`src/design/cml_cfg.svh`:
```
// Constants of the condition-code move and logic unit.
// What this block does
// - Condition code to data register lands in bit zero, other bits zero.
// - Data register to condition code gives one when any bit is set.
// - Status bit is written with, or ORed, ANDed, XORed with, the code.
// - Condition code is loaded with, or combined with, a status bit.
// - Selectable status bits are the eleven arithmetic flags only.
// - A transfer changes only its destination flag.
// - Negate inverts the condition code and nothing else.
// - AND writes the bitwise AND of two data registers.
// - OR writes the bitwise inclusive OR of two data registers.
// - XOR writes the bitwise exclusive OR of two data registers.
// - NOT writes the inverse of every bit of one data register.
// - Sources stay unchanged unless also the destination.
// - Logic operations set the zero flag exactly when the result is zero.
// - Logic operations set the negative flag from the result sign.
// - Logic operations clear first carry and overflow, keep other flags.
// - Every operation is decoded from one 16-bit instruction word.
// - Condition code and arithmetic flags share one status register.
// - The current condition code alone drives later branches.
`ifndef CML_CFG_SVH
`define CML_CFG_SVH
`define CML_AW          8
`define CML_OFF_INSTR   8'h00
`define CML_OFF_STAT    8'h04
`define CML_OFF_ERR     8'h08
`define CML_DSEL        3'h1
`define CML_F_DSEL      7:5
`define CML_F_DIDX      4:2
`define CML_F_ALIGN     1:0
`define CML_ALIGN_OK    2'h0
`define CML_STRB_INSTR  2'h3
`define CML_RESP_OKAY   2'h0
`define CML_RESP_DECERR 2'h3
`define CML_ST_W        12
`define CML_ST_RST      12'h000
`define CML_CC_MASK     12'h800
`define CML_B_ZERO      4'h0
`define CML_B_NEG       4'h1
`define CML_B_CF1       4'h2
`define CML_B_OVF       4'h4
`define CML_B_CC        4'hB
`define CML_SB_MAX      4'hA
`define CML_B_SIGN      31
`define CML_F_OPC       15:12
`define CML_F_DST       8:6
`define CML_F_S0        5:3
`define CML_F_S1        2:0
`define CML_F_BOP       5:4
`define CML_F_SB        3:0
`define CML_OPC_CC2D    4'h1
`define CML_OPC_D2CC    4'h2
`define CML_OPC_CC2SB   4'h3
`define CML_OPC_SB2CC   4'h4
`define CML_OPC_NEGCC   4'h5
`define CML_OPC_AND     4'h6
`define CML_OPC_OR      4'h7
`define CML_OPC_XOR     4'h8
`define CML_OPC_NOT     4'h9
`define CML_BOP_SET     2'h0
`define CML_BOP_OR      2'h1
`define CML_BOP_AND     2'h2
`define CML_BOP_XOR     2'h3
`endif

```
`src/design/cml_pkg.sv`:
```
// Types shared by the condition-code move and logic unit.
`include "cml_cfg.svh"
package cml_pkg;
	typedef enum logic [3:0] {
		OP_NONE, OP_CC2D, OP_D2CC, OP_CC2SB, OP_SB2CC,
		OP_NEGCC, OP_AND, OP_OR, OP_XOR, OP_NOT
	} cml_op_t;
	typedef enum logic [1:0] {BOP_SET, BOP_OR, BOP_AND, BOP_XOR} cml_bop_t;
	typedef struct packed {
		logic [7:0][31:0]       dreg;
		logic [`CML_ST_W-1:0]   arith_status_register;
		logic [15:0]            instr;
		logic                   illegal;
		logic                   aw_have;
		logic [`CML_AW-1:0]     aw_addr;
		logic                   w_have;
		logic [31:0]            w_data;
		logic [3:0]             w_strb;
		logic                   bvalid;
		logic [1:0]             bresp;
		logic                   rvalid;
		logic [31:0]            rdata;
		logic [1:0]             rresp;
	} cml_state_t;
endpackage : cml_pkg

```
`src/design/cml_decode.sv`:
```
// Instruction decoder of the condition-code move and logic unit.
`timescale 1ns/10ps
`include "cml_cfg.svh"
module cml_decode
	import cml_pkg::*;
(
	// Instruction word
	input  wire logic [15:0] instr,
	// Decoded fields
	output cml_op_t          op,
	output logic [2:0]       dst,
	output logic [2:0]       s0,
	output logic [2:0]       s1,
	output logic [3:0]       sbit,
	output cml_bop_t         bop,
	output logic             legal
);
	always_comb begin
		dst  = instr[`CML_F_DST];
		s0   = instr[`CML_F_S0];
		s1   = instr[`CML_F_S1];
		sbit = instr[`CML_F_SB];
		legal = 1'b1;
		unique case (instr[`CML_F_BOP])
			`CML_BOP_SET: bop = BOP_SET;
			`CML_BOP_OR:  bop = BOP_OR;
			`CML_BOP_AND: bop = BOP_AND;
			`CML_BOP_XOR: bop = BOP_XOR;
		endcase
		unique case (instr[`CML_F_OPC])
			`CML_OPC_CC2D:  op = OP_CC2D;
			`CML_OPC_D2CC:  op = OP_D2CC;
			`CML_OPC_CC2SB: op = OP_CC2SB;
			`CML_OPC_SB2CC: op = OP_SB2CC;
			`CML_OPC_NEGCC: op = OP_NEGCC;
			`CML_OPC_AND:   op = OP_AND;
			`CML_OPC_OR:    op = OP_OR;
			`CML_OPC_XOR:   op = OP_XOR;
			`CML_OPC_NOT:   op = OP_NOT;
			default: begin
				op = OP_NONE;
				legal = 1'b0;
			end
		endcase
		// no self transfer.
		// The selector cannot name the condition code, so a self move
		// is refused here rather than left to the issuer.
		if ((op == OP_CC2SB || op == OP_SB2CC) && sbit > `CML_SB_MAX) begin
			legal = 1'b0;
		end
	end
endmodule : cml_decode

```
`src/design/cml_unit.sv`:
```
// Condition-code move and logic unit with its AXI4-Lite register slave.
`timescale 1ns/10ps
`include "cml_cfg.svh"
module cml_unit
	import cml_pkg::*;
(
	// Clock, reset and enable
	input  wire logic               aclk,
	input  wire logic               aresetn,
	input  wire logic               clk_en,
	// Write address channel
	input  wire logic [`CML_AW-1:0] awaddr,
	input  wire logic               awvalid,
	output logic                    awready,
	// Write data channel
	input  wire logic [31:0]        wdata,
	input  wire logic [3:0]         wstrb,
	input  wire logic               wvalid,
	output logic                    wready,
	// Write response channel
	output logic [1:0]              bresp,
	output logic                    bvalid,
	input  wire logic               bready,
	// Read address channel
	input  wire logic [`CML_AW-1:0] araddr,
	input  wire logic               arvalid,
	output logic                    arready,
	// Read data channel
	output logic [31:0]             rdata,
	output logic [1:0]              rresp,
	output logic                    rvalid,
	input  wire logic               rready,
	// Branch condition
	output logic                    branch_cc
);
	cml_state_t         st_r;
	cml_state_t         st_nxt;
	cml_op_t            dec_op;
	cml_bop_t           dec_bop;
	logic [2:0]         dec_dst;
	logic [2:0]         dec_s0;
	logic [2:0]         dec_s1;
	logic [3:0]         dec_sbit;
	logic               dec_legal;
	logic [31:0]        wmask;
	logic [31:0]        src0;
	logic [31:0]        src1;
	logic [31:0]        lres;
	logic               cc;
	logic               sb_val;
	logic [`CML_ST_W-1:0] sb_mask;
	logic               wr_fire;
	logic               exec;
	logic               instr_hit;
	logic               stat_hit;
	logic               err_hit;
	logic               dreg_hit;
	logic               rd_dreg;
	logic               is_logic;

	cml_decode u_dec (
		.instr (st_r.w_data[15:0]),
		.op    (dec_op),
		.dst   (dec_dst),
		.s0    (dec_s0),
		.s1    (dec_s1),
		.sbit  (dec_sbit),
		.bop   (dec_bop),
		.legal (dec_legal)
	);

	for (genvar b = 0; b < 4; b++) begin : g_lane
		assign wmask[8*b +: 8] = {8{st_r.w_strb[b]}};
	end

	function automatic logic bop_f(input logic a, input logic c,
		input cml_bop_t op);
		unique case (op)
			BOP_SET: bop_f = c;
			BOP_OR:  bop_f = a | c;
			BOP_AND: bop_f = a & c;
			BOP_XOR: bop_f = a ^ c;
		endcase
	endfunction : bop_f

	assign cc      = st_r.arith_status_register[`CML_B_CC];
	assign sb_val  = (dec_sbit <= `CML_SB_MAX) ? st_r.arith_status_register[dec_sbit] : 1'b0;
	assign sb_mask = `CML_ST_W'(1) << dec_sbit;
	assign src0    = st_r.dreg[dec_s0];
	assign src1    = st_r.dreg[dec_s1];
	assign is_logic = dec_op inside {OP_AND, OP_OR, OP_XOR, OP_NOT};

	always_comb begin
		unique case (dec_op)
			OP_AND:  lres = src0 & src1;
			OP_OR:   lres = src0 | src1;
			OP_XOR:  lres = src0 ^ src1;
			OP_NOT:  lres = ~src0;
			default: lres = 32'h0000_0000;
		endcase
	end

	assign wr_fire   = clk_en & st_r.aw_have & st_r.w_have;
	assign instr_hit = st_r.aw_addr == `CML_OFF_INSTR;
	assign stat_hit  = st_r.aw_addr == `CML_OFF_STAT;
	assign err_hit   = st_r.aw_addr == `CML_OFF_ERR;
	assign dreg_hit  = st_r.aw_addr[`CML_F_DSEL] == `CML_DSEL
		&& st_r.aw_addr[`CML_F_ALIGN] == `CML_ALIGN_OK;
	assign rd_dreg   = araddr[`CML_F_DSEL] == `CML_DSEL
		&& araddr[`CML_F_ALIGN] == `CML_ALIGN_OK;
	assign exec = wr_fire & instr_hit & dec_legal
		& (st_r.w_strb[1:0] == `CML_STRB_INSTR);

	// single issue.
	// Only one write is accepted until its response is taken, so two
	// instructions can never overlap.
	assign awready = clk_en & ~st_r.aw_have & ~st_r.bvalid;
	assign wready  = clk_en & ~st_r.w_have & ~st_r.bvalid;
	assign arready = clk_en & ~st_r.rvalid;

	always_comb begin
		st_nxt = st_r;
		if (awvalid && awready) begin
			st_nxt.aw_have = 1'b1;
			st_nxt.aw_addr = awaddr;
		end
		if (wvalid && wready) begin
			st_nxt.w_have = 1'b1;
			st_nxt.w_data = wdata;
			st_nxt.w_strb = wstrb;
		end
		if (st_r.bvalid && bready) begin
			st_nxt.bvalid = 1'b0;
		end
		if (wr_fire) begin
			st_nxt.aw_have = 1'b0;
			st_nxt.w_have  = 1'b0;
			st_nxt.bvalid  = 1'b1;
			st_nxt.bresp   = `CML_RESP_OKAY;
			if (instr_hit) begin
				st_nxt.instr = st_r.w_data[15:0];
				if (st_r.w_strb[1:0] == `CML_STRB_INSTR && !dec_legal) begin
					st_nxt.illegal = 1'b1;
				end
			end else if (stat_hit) begin
				st_nxt.arith_status_register = `CML_ST_W'((32'(st_r.arith_status_register) & ~wmask)
					| (st_r.w_data & wmask));
			end else if (err_hit) begin
				st_nxt.illegal = 1'b0;
			end else if (dreg_hit) begin
				st_nxt.dreg[st_r.aw_addr[`CML_F_DIDX]] =
					(st_r.dreg[st_r.aw_addr[`CML_F_DIDX]] & ~wmask)
					| (st_r.w_data & wmask);
			end else begin
				st_nxt.bresp = `CML_RESP_DECERR;
			end
		end
		// joint commit.
		// Register and flag results go to st_nxt together and so land
		// on the same edge as the write response.
		if (exec) begin
			unique case (dec_op)
				OP_CC2D: st_nxt.dreg[dec_dst] = {31'h0000_0000, cc};
				OP_D2CC: st_nxt.arith_status_register[`CML_B_CC] = |src0;
				OP_CC2SB: st_nxt.arith_status_register[dec_sbit] = bop_f(sb_val, cc, dec_bop);
				OP_SB2CC: st_nxt.arith_status_register[`CML_B_CC] = bop_f(cc, sb_val, dec_bop);
				OP_NEGCC: st_nxt.arith_status_register[`CML_B_CC] = ~cc;
				OP_AND, OP_OR, OP_XOR, OP_NOT: begin
					st_nxt.dreg[dec_dst] = lres;
					st_nxt.arith_status_register[`CML_B_ZERO] = lres == 32'h0000_0000;
					st_nxt.arith_status_register[`CML_B_NEG] = lres[`CML_B_SIGN];
					st_nxt.arith_status_register[`CML_B_CF1] = 1'b0;
					st_nxt.arith_status_register[`CML_B_OVF] = 1'b0;
				end
				OP_NONE: st_nxt.illegal = st_r.illegal;
			endcase
		end
		if (st_r.rvalid && rready) begin
			st_nxt.rvalid = 1'b0;
		end
		if (arvalid && arready) begin
			st_nxt.rvalid = 1'b1;
			st_nxt.rresp  = `CML_RESP_OKAY;
			if (araddr == `CML_OFF_INSTR) begin
				st_nxt.rdata = {16'h0000, st_r.instr};
			end else if (araddr == `CML_OFF_STAT) begin
				st_nxt.rdata = 32'(st_r.arith_status_register);
			end else if (araddr == `CML_OFF_ERR) begin
				st_nxt.rdata = {31'h0000_0000, st_r.illegal};
			end else if (rd_dreg) begin
				st_nxt.rdata = st_r.dreg[araddr[`CML_F_DIDX]];
			end else begin
				st_nxt.rdata = 32'h0000_0000;
				st_nxt.rresp = `CML_RESP_DECERR;
			end
		end
	end

	// The reset value is a constant; the enable freezes everything else.
	always_ff @(posedge aclk) begin
		if (!aresetn) begin
			st_r       <= '0;
			st_r.arith_status_register <= `CML_ST_RST;
		end else if (clk_en) begin
			st_r <= st_nxt;
		end
	end

	assign bvalid = st_r.bvalid;
	assign bresp  = st_r.bresp;
	assign rvalid = st_r.rvalid;
	assign rdata  = st_r.rdata;
	assign rresp  = st_r.rresp;
	assign branch_cc = cc;
endmodule : cml_unit

```
`config.mk`:
```
export PLATFORM = sky130hd
export DESIGN_NAME = cml_unit
export DESIGN_NICKNAME = d
export VERILOG_FILES = /design/src/design/cml_pkg.sv /design/src/design/cml_decode.sv /design/src/design/cml_unit.sv
export VERILOG_INCLUDE_DIRS = /design/src /design/src/design
export SDC_FILE = /design/constraint.sdc
export NUM_CORES = 2
export LEC_CHECK = 0
export BUFFER_PORTS_ARGS = -buffer_cell sky130_fd_sc_hd__buf_2
export CORE_UTILIZATION = 30
export CTS_BUF_LIST = sky130_fd_sc_hd__clkbuf_16
export DETAILED_ROUTE_END_ITERATION = 6
export GPL_TIMING_DRIVEN = 0
export PLACE_DENSITY_LB_ADDON = 0.08
export SYNTH_ARGS = -nofsm -noshare
export SYNTH_HDL_FRONTEND = slang
export SYNTH_SLANG_ARGS = --single-unit
```
`constraint.sdc`:
```
create_clock -name aclk -period 8.06 [get_ports aclk]
set_input_delay 1.209 -clock aclk [delete_from_list [all_inputs] [get_ports aclk]]
set_output_delay 1.209 -clock aclk [all_outputs]
set_load 0.005 [all_outputs]
```
# Word-level counts from Yosys, hierarchy flattened
# Index checks and enable logic that the tools add are counted.
[op_classes] n_eq_ne=32 magnitude_cmp=11 muxes=69 reduce_logical=39 bitwise=28
[op_table] cell="$bwmux W256" n=3
[op_table] cell="$mux W256" n=3
[op_table] cell="$mux W268" n=2
[op_table] cell="$pmux W256 S2" n=1
[op_table] cell="$bmux W32 S3" n=4
[op_table] cell="$mux W32" n=10
[op_table] cell="$mux W286" n=1
[op_table] cell="$demux W32 S3" n=2
[op_table] cell="$pmux W32 S4" n=1
[op_table] cell="$and A32 B32 Y32" n=3
[op_table] cell="$not A32 Y32" n=2
[op_table] cell="$or A32 B32 Y32" n=2
[op_table] cell="$mux W37" n=1
[op_table] cell="$pmux W4 S9" n=1
[op_table] cell="$mux W35" n=1
[op_table] cell="$eq A4 B3 Y1 const B" n=8
[op_table] cell="$logic_not A32 Y1" n=1
[op_table] cell="$reduce_or A32 Y1" n=1
[op_table] cell="$xor A32 B32 Y32" n=1
[op_table] cell="$lt A3 B4 Y1 const B" n=5
[op_table] cell="$reduce_and A2 Y1" n=9
[op_table] cell="$mux W1" n=17
[op_table] cell="$eq A4 B2 Y1 const B" n=4
[op_table] cell="$eq A4 B4 Y1 const B" n=4
[op_table] cell="other kinds (41)" n=92
[word_totals] wordCells=200 input_bits=60 out_inout_bits=42 ff_bits=369

# Depth between registers and ports, before layout
[logic_depth] depth_word=14 depth_mapped=18 depth_no_buf=15

# By module
# A second synthesis with hierarchy kept.
[unflattened] cells_unflattened=2828 hier_area_um2=26899.5
[modules_own_cells] module="cml_unit" area_each_um2=26718.1 n_inst=1 cells_per_inst=2801 seq_area_each_um2=7347.0
[modules_own_cells] module="cml_decode" area_each_um2=181.4 n_inst=1 cells_per_inst=27 seq_area_each_um2=0.0

# Worst setup path after synthesis
# No wires, ideal clock.
[synth_timing] path_type="flip-flop to flip-flop" start="register st_r[43] (netlist name)" end="register st_r[101] (netlist name)" setup_ns=0.070 stages_incl_launch_ff=14 n_path_buf=2 setup_slack_ns=4.476 period_less_slack_ns=3.584 arrival_ns=3.513 required_time_ns=7.990 path_cell_list="dfxtp_1 clkbuf_1 buf_1 mux4_2 mux2i_1 inv_1 ha_1 nand2_1 o21ai_0 a221oi_1 nand3_1 nor3_1 nand4_1 a21oi_1"
[synth_via] elab_chain_cells=10 elab_cells_between_ends=30 classes_between="order compare: 4; mux: 15; bitwise: 8; reduce/logical: 3"
[synth_lines] element="start: declaration" line_no="cml_unit.sv:36" rtl="cml_state_t st_r;"
[synth_lines] element="start signal: assignment" line_no="cml_unit.sv:205" rtl="st_r <= st_nxt;"
[synth_lines] element="$bmux W1 S4" line_no="cml_unit.sv:87" rtl="assign sb_val = (dec_sbit <= `CML_SB_MAX) ? st_r.arith_status_register[dec_sbit] : 1'b0;"
[synth_lines] element="$mux W1 (not written as such)" line_no="cml_unit.sv:87"
[synth_lines] element="$mux W1" line_no="cml_unit.sv:87"
[synth_lines] element="$xor A1 B1 Y1 (tied with other cells)" line_no="cml_unit.sv:82" rtl="BOP_XOR: bop_f = a ^ c;"
[synth_lines] element="$pmux W1 S4" line_no="cml_unit.sv:78" rtl="unique case (op)"
[synth_lines] element="$mux W1" line_no="cml_unit.sv:162" rtl="unique case (dec_op)"
[synth_lines] element="$mux W1" line_no="cml_unit.sv:161" rtl="if (exec) begin"
[synth_lines] element="$bwmux W12" line_no="cml_unit.sv:165" rtl="OP_CC2SB: st_nxt.arith_status_register[dec_sbit] = bop_f(sb_val, cc, dec_bop);"
[synth_lines] element="$pmux W3 S2" line_no="cml_unit.sv:162"
[synth_lines] element="$mux W268 (*)" line_no="cml_unit.sv:161"
# Mark *: on every way between the ends. The rest lies on a longest branch, timed or not. The select of a mux whose other input is x is not followed.
# A chain may end at the register's enable or synchronous reset.

# Final worst setup path
[layout_timing] start="register st_r[42] (netlist name)" end="register st_r[101] (netlist name)"
# The elaborated chain is that of the path after synthesis.

==> run metrics <==
outcome finished, violations left; failing checks max-capacitance violations, max-slew violations; crit end category register; most common cell in the netlist dfxtp_1; main flop type after synthesis dfxtp_1; Pre-Repair DR Iteration Count 5; Inserted Clock Buffers 49; H-tree depth 2; Site Rows 107; Placed Area 0.02776 mm²; clk slew on worst S/H paths 60 ps; Synth top area share 0.2850; drt initial violations 2950; Detail Placement HPWL 102.5 mm; async set-reset flop share out of synthesis 0; DRC violations left 0; maximum VDD drop 194.0 µV; synth top area cells dfxtp_1 29%, mux4_2 21%, mux2i_1 7.4%; Hold Fails Final Rpt 0; Clock Sinks about 370; area grow syn2layout 13.86%; DIE HEIGHT 295.1 µm; Seq cells post-synth about 370; GR Overflow Total 0; Worst Setup Start Kind register; Synth cell types 66; Slew headroom -0.05110; pwr/cell area 156.4 mW/mm²; Ports 102; Die Wd 295.1 µm; largest net degree at the start of global routing 15; Post-synth top cells 367 x dfxtp_1, 298 x o21ai_0, 283 x nor2_1, 253 x nand2_1, 238 x mux4_2; DR WL/cell 34.65 µm; Post-CTS Hold Fix Bufs 0; f_max roughly 0.16 GHz; TritonCTS clock tree yes; antenna-violating nets left 0; via count between 20000 and 30000; Mapped Area 0.02578 mm²; worst clock skew about 26 ps; Final Cell Area 0.02935 mm²; RSZ-0062 raised after global routing no; CTS Buffer Depth 3; # Post-CTS Setup Buffers 0; sequential share of the synthesized area 0.2850; final period utilization 0.7609; syn avg cell area 9.346 µm²; Leak 10.17 nW; Final GP Congestion 0.9615; Core Area about 0.085 mm²; vias in the first global route approximately 24000; fin. max-slew vios 27; Cells after Synth roughly 2800; Synth Warn # 0; max_cap viols 3; post-synth top area cell dfxtp_1; Buffers on Ports 98; largest fanout on the critical path 10; Final Worst Setup Slack roughly 1900 ps; clock latency reported for the late side of the worst-skew pair 640 ps; number of synthesized flops with an enable pin 0; Hold Path Class reg -> reg; clock root cell clkbuf_16; fillers 8874; Req. time, crit path 8610 ps; Vias/cell between 6 and 7; total negative slack 0 ps; DIE AREA just under 0.09 mm²; post-cts resize count 0; dpl ws ~1800 ps; min Tclk post-route around 6000 ps; first-pass GRT wire length 194.8 mm; Worst EP arrival ~6700 ps; Initial Utilization 0.3027; WL final 141.9 mm; global-route total usage across every layer 0.3212; antenna violations before repair 12; share of layout cells above drive strength 1 0.1939; Least-Margin Pin Slew 1577 ps; setup violators final 0; crit path kind reg -> reg; fin nets about 3000; Post-Syn Nets 2884
## path summary, 6_finish.rpt
kind	from	endpoint	slack (ps)	cells after the start
min	st_r[91]$_SDFFE_PN0P_	st_r[91]$_SDFFE_PN0P_	450	2
max	st_r[42]$_SDFFE_PN0P_	st_r[101]$_SDFFE_PN0P_	1930	13
min reg2reg	st_r[91]$_SDFFE_PN0P_	st_r[91]$_SDFFE_PN0P_	450	2
max reg2reg	st_r[42]$_SDFFE_PN0P_	st_r[101]$_SDFFE_PN0P_	1930	13
## power by group
part	internal (W)	switching (W)	leakage, nW
clock network	0.00127	0.000980	0.803
logic	0.000141	0.000363	6.41
registers	0.00183	0.0000111	2.96
total	0.00324	0.00135	10.2
## worst max-delay path, cell delays in order, from the launching register on
cell and delay, ps:
dfxtp_1 350, clkbuf_1 500, clkbuf_1 1040, clkbuf_1 840, mux4_2 410, mux2i_1 220
inv_1 80, ha_1 200, nand2_1 50, o21ai_0 80, a221oi_1 1100, and4_1 520
nand4_1 400, a21oi_1 260
## state kept, by name, summed over array words and instances (netlist names)
name / flops
bresp: 1
rresp: 1
bvalid: 1
st_r: 330
rdata: 32
rvalid: 1
branch_cc: 1
## placed cells by master (no fill, tap or decap), drive strengths merged, types with 5 or more instances in the layout
| master | netlist | layout |
|---|---|---|
| a211oi | 223 | 223 |
| a21boi | 74 | 74 |
| a21oi | 40 | 40 |
| a221o | 6 | 6 |
| a221oi | 19 | 19 |
| a22oi | 15 | 15 |
| and2 | 59 | 59 |
| buf | 117 | 219 |
| bufinv | 0 | 5 |
| clkbuf | 180 | 233 |
| clkinv | 1 | 18 |
| dfxtp | 367 | 367 |
| ha | 66 | 66 |
| inv | 74 | 88 |
| mux2 | 11 | 11 |
| mux2i | 191 | 191 |
| mux4 | 238 | 238 |
| nand2 | 253 | 253 |
| nand2b | 10 | 10 |
| nand3 | 24 | 24 |
| nand4 | 14 | 14 |
| nor2 | 284 | 284 |
| nor2b | 18 | 18 |
| nor3 | 15 | 15 |
| nor4 | 15 | 15 |
| o211ai | 21 | 21 |
| o21ai | 330 | 330 |
| o22ai | 35 | 35 |
| or4 | 5 | 5 |
## through the flow
| step | hold WS [ps] | cells | total power, W | utilization |
|---|---|---|---|---|
| 2_1_floorplan | 430.8 | 2758 | 0.002141 | - |
| 3_3_place_gp | 441.1 | 4000 | 0.002364 | 0.3253 |
| 3_5_place_dp | 451.4 | 4007 | 0.002371 | 0.3261 |
| 4_1_cts | 457.7 | 4093 | 0.004603 | 0.3444 |
| 5_1_grt | 484.1 | 4095 | 0.004692 | 0.3446 |
| 6_report | 453.1 | 4096 | 0.004591 | 0.3447 |
## per-layer routing
metal,track usage,up-vias,share of wire
met5,0,-,0.00019
met4,0.1409,4,0.047
met3,0.07187,307,0.093
met2,0.5110,1476,0.45
met1,0.4162,12750,0.41
li1,-,10610,-
## logic make-up after synthesis
family,share of synthesized area
AOI/OAI and AO/OA,0.2061
muxes,0.2869
and+or+nand+nor,0.1262
buffers and inverters,0.06373
DFF,0.2850
adders and majority gates,0.03204
## cell type report
type	instances	area, µm²	area share
antenna	2	5.005	0.0001705
buffer	297	1369	0.04664
clock buffer	49	1226	0.04178
clock inverter	37	335.3	0.01143
inverter	75	281.5	0.009592
multi-input combinational	2019	16800	0.5726
sequential	367	7347	0.2503
tap	1144	1431	0.04877
timing repair buffer	106	548.0	0.01867
Power figures use the tool's default switching activity.
